File: config.mk
export PLATFORM = sky130hd
export DESIGN_NAME = floppy_port
export DESIGN_NICKNAME = d
export VERILOG_FILES = /design/src/floppy_port_pkg.sv /design/src/floppy_port.sv /design/src/word_buffer.sv
export SDC_FILE = /design/constraint.sdc
export NUM_CORES = 1
export LEC_CHECK = 0
export ABC_AREA = 1
export BUFFER_PORTS_ARGS = -buffer_cell sky130_fd_sc_hd__buf_2
export CAP_MARGIN = 20
export CORE_MARGIN = 2
export CORE_UTILIZATION = 50
export DETAILED_ROUTE_END_ITERATION = 16
export PLACE_DENSITY = 0.65
export SYNTH_ARGS = -nofsm -noshare
export SYNTH_HDL_FRONTEND = slang
export SYNTH_HIERARCHICAL = 1
export SYNTH_SLANG_ARGS = --single-unit
export TNS_END_PERCENT = 100
File: constraint.sdc
create_clock -name sys_clk -period 4.65 [get_ports sys_clk]
set_clock_uncertainty 0.05 [all_clocks]
set_input_delay 0.93 -clock sys_clk [delete_from_list [all_inputs] [get_ports sys_clk]]
set_output_delay 0.93 -clock sys_clk [all_outputs]
set_load 0.01 [all_outputs]
File: src/floppy_port_pkg.sv
// Purpose: Shared constants and types for the floppy drive control port.
// Assumes: A single 100 MHz system clock.
// Notes: Long timing counts are overridable in the top module.
package floppy_port_pkg;

   // System clock period in nanoseconds.
   localparam int CLK_PERIOD_NS = 10;
   // Settle time after motor on when the motor-on mode option is 0.
   localparam int MOTOR_FAST_NS = 40;
   localparam int MOTOR_FAST_CYC = (MOTOR_FAST_NS + CLK_PERIOD_NS - 1) / CLK_PERIOD_NS;
   // Spin-up wait in milliseconds when the motor-on mode option is not 0.
   localparam int MOTOR_SLOW_MS = 1000;
   localparam int MOTOR_SLOW_CYC = MOTOR_SLOW_MS * (1000000 / CLK_PERIOD_NS);
   // Idle time before the motor turns itself off, in milliseconds.
   localparam int MOTOR_IDLE_MS = 3000;
   localparam int MOTOR_IDLE_CYC = MOTOR_IDLE_MS * (1000000 / CLK_PERIOD_NS);
   // Least step period during restore, in nanoseconds.
   localparam int RESTORE_MIN_NS = 8000;
   localparam int RESTORE_MIN_CYC = (RESTORE_MIN_NS + CLK_PERIOD_NS - 1) / CLK_PERIOD_NS;
   // Width of the step pulse in cycles.
   localparam int STEP_PULSE_CYC = 100;
   // Step rate field width; the rate is in units of RATE_UNIT_CYC cycles.
   localparam int RATE_W = 8;
   localparam int RATE_UNIT_CYC = 100;
   // Head direction levels.
   localparam logic DIR_OUT = 1'b1;
   localparam logic DIR_IN = 1'b0;
   // Number of drives served.
   localparam int NUM_DRIVES = 4;

   // Seek request kinds.
   typedef enum logic [1:0] {
      SEEK_IMPLIED,
      SEEK_EXPLICIT,
      SEEK_RESTORE,
      SEEK_AUTO_RESTORE
   } seek_kind_t;

endpackage

File: src/floppy_port.sv
// Purpose: Drive-side control and data port toward up to four floppy drives.
// Assumes: Drive pins are asynchronous and pass two flip-flops before use.
// Notes: Sector framing and data separation stay with the controller core.
// Operation
// - Four drive selects, one drive each
// - Motor on; mode 0 waits 40 ns
// - Mode nonzero waits one second before access
// - Motor off after three idle seconds
// - Direction high outward, low inward before stepping
// - One step pulse per cylinder travelled
// - Step period from stepping rate setting
// - Restore step period at least 8 us
// - Write data only while write gate asserted
// - Write gate held for whole write
// - Sample outermost-cylinder input before each step
// - Side select chooses disc surface
`timescale 1ns/1ps
module floppy_port
   import floppy_port_pkg::*;
#(
   parameter int MOTOR_SLOW_CYCLES = MOTOR_SLOW_CYC,
   parameter int MOTOR_IDLE_CYCLES = MOTOR_IDLE_CYC
) (
   // Clock and reset.
   input wire logic sys_clk,
   input wire logic srst,
   // Controller side: drive and side choice.
   input wire logic [1:0] drive_num,
   input wire logic side_sel,
   input wire logic motor_on_mode_option,
   input wire logic access_req,
   output logic access_ready,
   // Controller side: seek requests.
   input wire logic seek_start,
   input wire seek_kind_t seek_kind,
   input wire logic seek_outward,
   input wire logic [15:0] seek_count,
   input wire logic [RATE_W-1:0] step_rate,
   output logic seek_busy,
   output logic seek_at_outer,
   // Controller side: write stream.
   input wire logic write_req,
   input wire logic wr_valid,
   output logic wr_ready,
   input wire logic wr_bit,
   output logic write_protect_err,
   // Controller side: read stream and drive status.
   output logic rd_bit,
   output logic index_seen,
   output logic write_protected,
   // Drive pins.
   output logic [NUM_DRIVES-1:0] drive_sel,
   output logic motor_on,
   output logic head_dir,
   output logic step,
   output logic write_data,
   output logic write_gate,
   output logic side_select,
   input wire logic index_in,
   input wire logic outer_cyl_in,
   input wire logic write_protect_in,
   input wire logic read_data_in
);

   // Elaboration check: a count below one cycle would leave the motor timing undefined.
   if (MOTOR_SLOW_CYCLES < 1 || MOTOR_IDLE_CYCLES < 1) begin
      $error("Motor timing counts must be at least one cycle.");
   end

   // Two-stage synchronisers for the four drive inputs.
   logic [3:0] sync1_reg;
   logic [3:0] sync2_reg;
   logic index_prev_reg;

   // Motor state and counters.
   logic [31:0] spin_cnt_reg;
   logic [31:0] idle_cnt_reg;
   logic spun_reg;

   // Seek engine state.
   typedef enum logic [1:0] {
      ST_IDLE,
      ST_SAMPLE,
      ST_PULSE,
      ST_GAP
   } step_state_t;
   step_state_t st_reg;
   logic [15:0] left_reg;
   logic [31:0] tmr_reg;
   logic [31:0] period_reg;
   logic restore_reg;

   // Buffered write stream.
   logic buf_valid;
   logic buf_data;
   logic gate_ok;

   // Step period in cycles from the rate setting, clamped for restores.
   function automatic logic [31:0] step_period(input logic [RATE_W-1:0] rate, input logic is_restore);
      logic [31:0] p;
      p = 32'(rate) * 32'(RATE_UNIT_CYC);
      if (p < 32'(STEP_PULSE_CYC + 1)) begin
         p = 32'(STEP_PULSE_CYC + 1);
      end
      if (is_restore && p < 32'(RESTORE_MIN_CYC)) begin
         p = 32'(RESTORE_MIN_CYC);
      end
      step_period = p;
   endfunction

   // Synchronise index, outer cylinder, write protect and read data.
   always_ff @(posedge sys_clk) begin
      if (srst) begin
         sync1_reg <= 4'h0;
         sync2_reg <= 4'h0;
         index_prev_reg <= 1'b0;
      end else begin
         sync1_reg <= {read_data_in, write_protect_in, outer_cyl_in, index_in};
         sync2_reg <= sync1_reg;
         index_prev_reg <= sync2_reg[0];
      end
   end

   // Index edge: the drive is trusted to pulse once per turn.
   assign index_seen = sync2_reg[0] && !index_prev_reg;
   assign write_protected = sync2_reg[2];
   assign seek_at_outer = sync2_reg[1];

   // Read data goes to the core raw; the core separates clock from data.
   always_ff @(posedge sys_clk) begin
      if (srst) begin
         rd_bit <= 1'b0;
      end else begin
         rd_bit <= sync2_reg[3];
      end
   end

   // Drive and side selects follow the core's choice, one-hot.
   always_ff @(posedge sys_clk) begin
      if (srst) begin
         drive_sel <= '0;
         side_select <= 1'b0;
      end else begin
         drive_sel <= NUM_DRIVES'(1) << drive_num;
         side_select <= side_sel;
      end
   end

   // Motor: any access restarts the idle count; idle expiry stops the motor.
   // A mode change during spin-up applies to the wait in progress; once spun, only to the next spin-up.
   always_ff @(posedge sys_clk) begin
      if (srst) begin
         motor_on <= 1'b0;
         spin_cnt_reg <= '0;
         idle_cnt_reg <= '0;
         spun_reg <= 1'b0;
      end else if (access_req || write_req || seek_start) begin
         motor_on <= 1'b1;
         idle_cnt_reg <= '0;
         if (!motor_on) begin
            spin_cnt_reg <= '0;
            spun_reg <= 1'b0;
         end else if (!spun_reg) begin
            spin_cnt_reg <= spin_cnt_reg + 32'h1;
            spun_reg <= (spin_cnt_reg + 32'h1) >= (motor_on_mode_option ?
                        32'(MOTOR_SLOW_CYCLES) : 32'(MOTOR_FAST_CYC));
         end
      end else if (motor_on) begin
         if (idle_cnt_reg + 32'h1 >= 32'(MOTOR_IDLE_CYCLES) && st_reg == ST_IDLE) begin
            motor_on <= 1'b0;
            spun_reg <= 1'b0;
         end else begin
            idle_cnt_reg <= idle_cnt_reg + 32'h1;
         end
         if (!spun_reg) begin
            spin_cnt_reg <= spin_cnt_reg + 32'h1;
            spun_reg <= (spin_cnt_reg + 32'h1) >= (motor_on_mode_option ?
                        32'(MOTOR_SLOW_CYCLES) : 32'(MOTOR_FAST_CYC));
         end
      end
   end

   // Reads and writes wait until the spin-up time has passed.
   assign access_ready = motor_on && spun_reg;

   // Step engine: set direction, sample outer cylinder, pulse, then wait out the period.
   always_ff @(posedge sys_clk) begin
      if (srst) begin
         st_reg <= ST_IDLE;
         left_reg <= '0;
         tmr_reg <= '0;
         period_reg <= '0;
         restore_reg <= 1'b0;
         head_dir <= DIR_IN;
         step <= 1'b0;
      end else begin
         case (st_reg)
            ST_IDLE: begin
               step <= 1'b0;
               if (seek_start) begin
                  restore_reg <= (seek_kind == SEEK_RESTORE) || (seek_kind == SEEK_AUTO_RESTORE);
                  // Restores always move outward, toward the outermost cylinder.
                  head_dir <= (seek_outward || seek_kind == SEEK_RESTORE || seek_kind == SEEK_AUTO_RESTORE) ?
                              DIR_OUT : DIR_IN;
                  period_reg <= step_period(step_rate, (seek_kind == SEEK_RESTORE) ||
                                (seek_kind == SEEK_AUTO_RESTORE));
                  left_reg <= seek_count;
                  st_reg <= (seek_count == 16'h0 && seek_kind != SEEK_RESTORE &&
                             seek_kind != SEEK_AUTO_RESTORE) ? ST_IDLE : ST_SAMPLE;
               end
            end
            ST_SAMPLE: begin
               // Outward motion stops at the outermost cylinder; a restore ends there.
               if ((head_dir == DIR_OUT && sync2_reg[1]) || (!restore_reg && left_reg == 16'h0)) begin
                  st_reg <= ST_IDLE;
               end else begin
                  step <= 1'b1;
                  tmr_reg <= '0;
                  st_reg <= ST_PULSE;
               end
            end
            ST_PULSE: begin
               tmr_reg <= tmr_reg + 32'h1;
               if (tmr_reg + 32'h1 >= 32'(STEP_PULSE_CYC)) begin
                  step <= 1'b0;
                  if (!restore_reg) begin
                     left_reg <= left_reg - 16'h1;
                  end
                  st_reg <= ST_GAP;
               end
            end
            ST_GAP: begin
               tmr_reg <= tmr_reg + 32'h1;
               // The sample state spends one cycle of the period, so the gap ends a cycle sooner.
               if (tmr_reg + 32'h2 >= period_reg) begin
                  st_reg <= ST_SAMPLE;
               end
            end
            default: begin
               st_reg <= ST_IDLE;
               step <= 1'b0;
            end
         endcase
      end
   end

   assign seek_busy = (st_reg != ST_IDLE);

   // Write gating: refused while the disc is protected.
   assign gate_ok = write_req && access_ready && !sync2_reg[2];

   // Protect error, set when a write is asked of a protected disc and held until write_req drops.
   always_ff @(posedge sys_clk) begin
      if (srst) begin
         write_protect_err <= 1'b0;
      end else if (write_req && sync2_reg[2]) begin
         write_protect_err <= 1'b1;
      end else if (!write_req) begin
         write_protect_err <= 1'b0;
      end
   end

   // Two-entry buffer so a stalled core never loses a bit.
   word_buffer #(
      .WIDTH(1)
   ) u_wbuf (
      .sys_clk(sys_clk),
      .srst(srst),
      .in_valid(wr_valid),
      .in_ready(wr_ready),
      .in_data(wr_bit),
      .out_valid(buf_valid),
      .out_ready(gate_ok),
      .out_data(buf_data)
   );

   // Gate held throughout the write; data is forced low when the gate is off.
   always_ff @(posedge sys_clk) begin
      if (srst) begin
         write_gate <= 1'b0;
         write_data <= 1'b0;
      end else begin
         write_gate <= gate_ok;
         write_data <= gate_ok && buf_valid && buf_data;
      end
   end

endmodule

File: src/word_buffer.sv
// Purpose: Two-entry buffer with valid and ready on both sides.
// Assumes: Same clock on both sides.
// Notes: Read data come from a register; full ready is honest.
`timescale 1ns/1ps
module word_buffer #(
   parameter int WIDTH = 8
) (
   // Clock and reset.
   input wire logic sys_clk,
   input wire logic srst,
   // Filling side.
   input wire logic in_valid,
   output logic in_ready,
   input wire logic [WIDTH-1:0] in_data,
   // Draining side.
   output logic out_valid,
   input wire logic out_ready,
   output logic [WIDTH-1:0] out_data
);

   // Two storage slots with a one-bit pointer each.
   logic [WIDTH-1:0] mem_reg [0:1];
   logic wr_ptr_reg;
   logic rd_ptr_reg;
   logic [1:0] count_reg;
   logic push;
   logic pop;

   assign in_ready = (count_reg != 2'h2);
   assign out_valid = (count_reg != 2'h0);
   assign push = in_valid && in_ready;
   assign pop = out_valid && out_ready;

   // Storage write.
   always_ff @(posedge sys_clk) begin
      if (push) begin
         mem_reg[wr_ptr_reg] <= in_data;
      end
   end

   // Pointers and fill count.
   always_ff @(posedge sys_clk) begin
      if (srst) begin
         wr_ptr_reg <= 1'b0;
         rd_ptr_reg <= 1'b0;
         count_reg <= 2'h0;
      end else begin
         if (push) begin
            wr_ptr_reg <= ~wr_ptr_reg;
         end
         if (pop) begin
            rd_ptr_reg <= ~rd_ptr_reg;
         end
         count_reg <= count_reg + {1'b0, push} - {1'b0, pop};
      end
   end

   // Registered head word; it follows the slot the read pointer names.
   always_ff @(posedge sys_clk) begin
      if (srst) begin
         out_data <= '0;
      end else if (pop) begin
         out_data <= (count_reg == 2'h2) ? mem_reg[~rd_ptr_reg] : in_data;
      end else if (count_reg == 2'h0 && push) begin
         out_data <= in_data;
      end
   end

endmodule

==> results.ini, run 1 <==
[worst_setup_path]
path_max_fanout=9
cp_slowest_cell=fa_1
critPathMaxStageDelay_ns=0.49
crit_required_ns=4.96
crit_cells=18
reg2reg_depth=20
cp_num_buf_inv=3
cp-start-kind=input pin
arrival_ns=4.10
crit_family=adder cells
path_cells=buf_2 -> ha_1 -> ha_1 -> inv_1 -> fa_1 -> inv_1 -> ha_1 -> a21oi_1 -> nand2_1 -> a21boi_0 -> xnor2_1 -> nor2_1 -> nand3_1 -> nand3_1 -> nand2_1 -> nand2_1 -> nand3_1 -> a21oi_1
endpoint_kind=register
path_class=in -> reg

[placed_design]
hpwl_microns=21600
dp_cells=2175
placed_area_sq_um=11900
gp_congestion=0.919
port_buffers=58
dp_slack_ns=0.405

[synthesis]
yosys_warnings=6
yosysMostFrequentCell=nand2_1
avgSynthCellArea_sq_um=6.10
async_flop_share_pct=0
synth-edff-count=2
synthMuxAreaShare_pct=0.0877
synth_common_cells=nand2_1, nor2_1, inv_1
yosysTopAreaCell=dfxtp_1
ys_types=47
synthXorXnorAreaFrac_pct=4.68
synth-simple-area-share_pct=41.0
synth_fa_ha_area_share_pct=7.76
synth_top_family_by_area=simple AND/OR/NAND/NOR gates
ys_ff_latch=158
ys_seq_area_share_pct=27.9
ys_dominant_reg_cell=dfxtp_1
netlist_area_sq_um=11400
syn_inst=1871
synth-compound-area-share_pct=9.35
synth.area.top_cells=dfxtp_1, nand2_1, nor2_1
syn-num-nets=1982
synth_top_cell_area_share_pct=27.4

[clocking]
cts.repair.resized=0
insertion_delay_ns=0.44
postCtsHoldBufs=0
clock-sinks=158
cts_buffer_depth=2
cts_root_buffer=clkbuf_16
cts.clk_slew.worst_paths_ns=0.07
postCtsSetupBuffers=0
cts_made_buffers=17
htree_levels=4
cts_tree=done

[route]
vias_per_cell=5.10
wl_microns=28700
wl_per_cell_microns=13.0
num_vias=11300
first_pass_iters=5
drt_iter0_markers=645
route.detailed.drc=0
ant_nets=0

[global_routing]
grt_max_degree=80
overflow=0
grt_pass1_vias=10400
grt_util_all_layers_pct=24.4
grt_antenna_before_repair=0
grt_pass1_wl_microns=48500

[final_layout]
drive_gt1_share_pct=7.59
area_delta_synth_final_pct=9.66
antenna_cells=0
finalInstanceArea_sq_um=12500
finish.utilization_pct=55.6
nets=2021
fillers=2279
final_cells=2208

[timing]
hold_violations=0
setup_viol=0
finalWorstSetupSlack_ns=0.866
relSlewSlack_pct=41.6
final.setup.tns_ns=0
layout_worst_path_cycle_share_pct=81.4
rsz0062_at_grt=no
worst_slew_pin_slew_ns=0.876
fmax_mhz=264
hold_ws_ns=0.354
min_period_ns=3.78
slew_violations=0

[floorplanning]
fp.dieH_microns=155
pin_count=60
rows=55
core-area_sq_um=22500
die-width_microns=155
initial_core_util_pct=50.7
die_area_sq_um=24100

[power]
ir_drop_mv=0.248
leakage_nw=5.39
power_density_nw_per_um2=321
p_total_mw=4.02

[job]
maxCapViolCount=0

[worst_hold_path]
hp-class=reg -> reg
hold_depth=2

[run_status]
status=completed

==> path summary, 6_finish.rpt <==
path | start | end | slack, ns
setup / recovery | step_rate[3] | period_reg[3] | 0.87
hold / removal | sync1_reg[0] | sync2_reg[0] | 0.35
setup reg to reg | spin_cnt_reg[0] | spun_reg | 1.00
hold reg to reg | sync1_reg[0] | sync2_reg[0] | 0.35
==> layout by cell type (no fill, tap or decap), types with 24 or more instances in the layout <==
cell     count
nand2_1    606
nor2_1     265
inv_1      216
dfxtp_1    156
nand3_1    142
a21oi_1    122
ha_1        66
buf_2       57
xor2_1      42
o21ai_0     32
nor3_1      24
==> cell type report <==
cell class / count / area, sq um / area share (%)
clock buffers: 19 / 454 / 3.63
clock inverters: 13 / 150 / 1.20
flip-flops and latches: 158 / 3180 / 25.4
multi-input cells: 1447 / 7180 / 57.3
well taps: 285 / 357 / 2.85
inverters: 220 / 828 / 6.61
repair buffers: 66 / 373 / 2.98
==> tightest hold or removal path, stage by stage, from the launching register on <==
cell and delay [ns]:
dfxtp_1 0.30, inv_1 0.04, nor2_1 0.03
==> power by group <==
part,internal (mW),total [mW],switching [mW]
sequential,1.45,1.54,0.0848
combinational,0.367,1.03,0.659
clock,0.838,1.46,0.623
==> metal layers <==
metal | GRT usage [%] | routed length (microns) | vias up
met5 | 0 | 0 | -
met4 | 7.23 | 497 | 0
met3 | 3.40 | 1290 | 33
met2 | 41.6 | 13500 | 238
met1 | 32.2 | 13400 | 4973
li1 | - | - | 6007
==> cells by family after synthesis <==
family | after synthesis
simple gates | 1118
buf+inv | 266
compound gates | 198
flops | 158
fa+ha+maj | 69
xor+xnor | 61
mux | 1
Note: power is estimated with default switching activity, not from simulation.
==> inputs of run 2 (changes only) <==
==> constraint.sdc (replaced) <==
create_clock -name sys_clk -period 3.54 [get_ports sys_clk]
set_clock_uncertainty 0.05 [all_clocks]
set_input_delay 0.708 -clock sys_clk [delete_from_list [all_inputs] [get_ports sys_clk]]
set_output_delay 0.708 -clock sys_clk [all_outputs]
set_load 0.01 [all_outputs]
==> results.ini, run 2 (same netlist as run 1, synthesis figures left out) <==
[run_status]
status=completed

[worst_setup_path]
endpoint_kind=register
arrival_ns=3.61
path_class=in -> reg
path_max_fanout=5
cp-start-kind=input pin
crit_required_ns=3.79

[final_layout]
antenna_cells=0
finish.utilization_pct=57.3
nets=2053
final_cell_mix=nand2_1, nor2_1, inv_1
drive_gt1_share_pct=10.1
area_delta_synth_final_pct=12.8
finalInstanceArea_sq_um=12900
final_common_cell=nand2_1

[power]
p_int_mw=3.64
p_total_mw=5.54
leakage_nw=5.54
p_clk_share_pct=36.5
power_density_nw_per_um2=430
ir_drop_mv=0.337
seqPwrFrac_pct=36.5
comb_power_share_pct=27.1
swShare_pct=34.3
p_sw_mw=1.90

[timing]
worst_slew_pin_slew_ns=0.759
layout_worst_path_cycle_share_pct=94.9
relSlewSlack_pct=49.4
fmax_mhz=298
rsz0062_at_grt=no
setup_viol=0
slew_violations=0
hold_ws_ns=0.353
min_period_ns=3.36
hold_violations=0
final.setup.tns_ns=0

[global_routing]
overflow=0
grt_pass1_wl_microns=49900
grt_antenna_before_repair=0
grt_util_all_layers_pct=24.9
grt_max_degree=67
grt_pass1_vias=10700

[route]
vias_per_cell=5.15
wl_microns=29500
first_pass_iters=5
wl_per_cell_microns=13.2
route.detailed.drc=0
ant_nets=0
drt_iter0_markers=731
num_vias=11500

[clocking]
insertion_delay_ns=0.44
cts.clk_slew.worst_paths_ns=0.07
htree_levels=4
postCtsHoldBufs=0
cts_buffer_depth=2
cts_root_buffer=clkbuf_16
cts_tree=done
cts_made_buffers=17
clock-sinks=158

[floorplanning]
core-area_sq_um=22500
initial_core_util_pct=50.7
pin_count=60
die_area_sq_um=24100
fp.dieH_microns=155
die-width_microns=155
rows=55

[worst_hold_path]
hp-class=reg -> reg

[placed_design]
port_buffers=58
placed_area_sq_um=12100
hpwl_microns=22100
gp_congestion=0.933

[job]
maxCapViolCount=0

-- run 2: worst max-delay path: stages --
cell and delay, ns:
buf_2 0.12, ha_1 0.34, ha_4 0.26, fa_1 0.59
ha_4 0.22, a21oi_1 0.13, nand2_1 0.11, nand4_1 0.12
nand2_1 0.06, nand2_1 0.05, nand2_1 0.07, nor2_2 0.13
nand2_2 0.07, buf_4 0.15, nor3_4 0.23, nand2_4 0.09
nand3_1 0.09, a21oi_1 0.06
-- run 2: path summary, 6_finish.rpt --
check                           cells past startpoint            start            end  slack, ns
worst max register to register                     20  spin_cnt_reg[1]       spun_reg       0.37
worst min register to register                      2     sync1_reg[1]   sync2_reg[1]       0.35
worst max-delay path                               18     step_rate[2]  period_reg[7]       0.18
worst min-delay path                                2     sync1_reg[1]   sync2_reg[1]       0.35
-- run 2: area by class of cell --
| type | count | area, sq um |
|---|---|---|
| fillers | 2282 | 9620 |
| multi-input cells | 1448 | 7300 |
| inverters | 220 | 828 |
| well taps | 285 | 357 |
| clock inverters | 14 | 195 |
| repair buffers | 97 | 586 |
| clock buffers | 18 | 439 |
| flip-flops and latches | 158 | 3180 |
-- run 2: power by group through the flow --
stage / Combinational (mW) / Sequential [mW] / Clock (mW)
after CTS: 1.43 / 2.02 / 2.06
after floorplan: 1.04 / 2.03 / 0
after global placement: 1.40 / 2.05 / 0
final: 1.50 / 2.02 / 2.02
after global routing: 1.71 / 2.04 / 2.13
after detailed placement: 1.42 / 2.06 / 0
-- run 2: timing repair --
action                                  in CTS  in global routing
endpoints found under the setup margin       0                 10
setup buffers                                0                  2
resized for setup                            0                 21
-- run 2: per-layer routing --
metal  routed length (microns)  track usage, %
met3                      1200            3.20
met2                     13900            42.8
met1                     13800            32.6
met5                         0               0
met4                       547            7.54
-- run 2: per-stage QoR --
| stage | worst slack [ns] | std cells |
|---|---|---|
| 5_1_grt | 0.00982 | 2240 |
| 2_1_floorplan | 0.0380 | 1871 |
| 6_report | 0.182 | 2240 |
| 4_1_cts | 0.151 | 2237 |
| 3_3_place_gp | -0.268 | 2205 |
| 3_5_place_dp | -0.293 | 2205 |
==> inputs of run 3 (changes only) <==
--- a/config.mk
+++ b/config.mk
@@ -8,10 +8,12 @@
 export ABC_AREA = 1
 export BUFFER_PORTS_ARGS = -buffer_cell sky130_fd_sc_hd__buf_2
 export CAP_MARGIN = 20
+export CELL_PAD_IN_SITES_DETAIL_PLACEMENT = 0
+export CELL_PAD_IN_SITES_GLOBAL_PLACEMENT = 2
 export CORE_MARGIN = 2
-export CORE_UTILIZATION = 50
+export CORE_UTILIZATION = 34
 export DETAILED_ROUTE_END_ITERATION = 16
-export PLACE_DENSITY = 0.65
+export PLACE_DENSITY = 0.79
 export SYNTH_ARGS = -nofsm -noshare
 export SYNTH_HDL_FRONTEND = slang
 export SYNTH_HIERARCHICAL = 1
==> constraint.sdc (replaced) <==
create_clock -name sys_clk -period 3.54 [get_ports sys_clk]
set_clock_uncertainty 0.05 [all_clocks]
set_input_delay 0.885 -clock sys_clk [delete_from_list [all_inputs] [get_ports sys_clk]]
set_output_delay 0.885 -clock sys_clk [all_outputs]
set_load 0.01 [all_outputs]
==> results.ini, run 3 (same netlist as run 1, synthesis figures left out) <==
[job]
maxCapViolCount=0

[power]
power_density_nw_per_um2=409
leakage_nw=5.57
ir_drop_mv=0.342

[final_layout]
final_cells=2415
final_common_cell=nand2_1
finalInstanceArea_sq_um=13200
area_delta_synth_final_pct=15.8
drive_gt1_share_pct=11.5
nets=2065
final_cell_mix=nand2_1, nor2_1, inv_1
antenna_cells=0
fillers=3742

[placed_design]
gp_congestion=0.834
port_buffers=58
placed_area_sq_um=12500
dp_cells=2380
dp_slack_ns=-0.350
hpwl_microns=26100

[route]
vias_per_cell=4.73
ant_nets=0
drt_iter0_markers=575
route.detailed.drc=0
wl_per_cell_microns=14.1
first_pass_iters=5
num_vias=11400
wl_microns=34000

[timing]
relSlewSlack_pct=32.3
hold_violations=0
worst_slew_pin_slew_ns=1.01
layout_worst_path_cycle_share_pct=96.1
min_period_ns=3.40
finalWorstSetupSlack_ns=0.137
setup_viol=0
slew_violations=0
fmax_mhz=294

[floorplanning]
die_area_sq_um=35100
core-area_sq_um=33300
rows=67
fp.dieH_microns=187
initial_core_util_pct=34.3
pin_count=60
die-width_microns=187

[clocking]
cts_tree=done
insertion_delay_ns=0.44
postCtsHoldBufs=0
htree_levels=4
cts.clk_slew.worst_paths_ns=0.06
cts_root_buffer=clkbuf_16
cts_made_buffers=17
clock-sinks=158
cts_buffer_depth=2

[global_routing]
use_met2_pct=32.7
busiest_layer=met2
grt_antenna_before_repair=0
grt_pass1_wl_microns=56100
grt_pass1_vias=10800
gr-usage-met1_pct=27.2
grt_util_met3_pct=2.80
grt_util_all_layers_pct=19.8
overflow=0
grt_max_degree=58

[worst_setup_path]
path_max_fanout=5
reg2reg_depth=20
r2r_setup_slack_ns=0.38
endpoint_kind=register
endpoint=period_reg[8]
r2r-end=spun_reg
reg2reg_from=spin_cnt_reg[1]
crit_required_ns=3.80
startpoint=step_rate[4]
arrival_ns=3.67
cp-start-kind=input pin
path_class=in -> reg

[run_status]
status=completed

[worst_hold_path]
hp-class=reg -> reg

run 3: cell count changes in the layout (fill, tap and decap cells not counted), sizes merged:
| cell | before | now |
|---|---|---|
| bufinv | 3 | 1 |
| buf | 97 | 108 |
| clkbuf | 18 | 25 |
| clkinvlp | 1 | 4 |
| inv | 227 | 220 |
run 3: layer usage:
layer | vias up | routed length [microns]
li1 | 6088 | -
met1 | 5194 | 17300
met2 | 126 | 15400
met3 | 26 | 780
met4 | 0 | 453
met5 | - | 0
run 3: area by class of cell:
| type | count | area, sq um | area share, % |
|---|---|---|---|
| Multi-Input combinational cell | 1448 | 7410 | 56.0 |
| Sequential cell | 158 | 3180 | 24.1 |
| Inverter | 220 | 828 | 6.26 |
| Timing Repair Buffer | 109 | 683 | 5.17 |
| Tap cell | 448 | 561 | 4.24 |
| Clock buffer | 24 | 482 | 3.64 |
| Clock inverter | 8 | 82.6 | 0.624 |
run 3: metrics by stage:
step                TNS [ns]  hold slack, ns  utilization [%]  total power [mW]
global placement       -2.64           0.346             37.6              3.57
CTS                        0           0.355             39.3              5.44
floorplan                  0           0.338                -              3.11
finish                     0           0.353             39.7              5.41
global route          -0.131           0.363             39.7              5.80
detailed placement     -2.86           0.345             37.6              3.57
run 3: how the worst min path moves through the flow:
stage	start	to	slack, ns	depth (start not counted)
2_1_floorplan	sync2_reg[3]	rd_bit	0.34	2
3_3_place_gp	sync1_reg[3]	sync2_reg[3]	0.35	2
3_5_place_dp	sync1_reg[3]	sync2_reg[3]	0.34	2
4_1_cts	sync1_reg[3]	sync2_reg[3]	0.36	2
5_1_grt	sync1_reg[3]	sync2_reg[3]	0.36	2
6_report	sync1_reg[1]	sync2_reg[1]	0.35	2
run 3: repair_timing:
action / 4_1_cts / 5_1_grt
buffers inserted: 0 / 2
resized for setup: 0 / 32
setup endpoints to repair: 0 / 9
run 3: power by group:
group          total (mW)  switching (mW)  internal, mW
sequential           2.03           0.115          1.91
combinational        1.56           0.953         0.603
clock                1.83           0.804          1.03
run 3: worst max-delay path: stages:
cell	delay [ns]
buf_4	0.13
ha_4	0.24
ha_4	0.26
inv_2	0.03
fa_1	0.51
inv_2	0.05
ha_4	0.25
a21oi_2	0.15
nand2_2	0.09
nand4_1	0.09
nand2_1	0.08
xor2_2	0.17
nor2_4	0.10
nand2_2	0.08
nor3_2	0.19
nand2_2	0.10
nand2_4	0.10
buf_4	0.11
a31oi_1	0.05
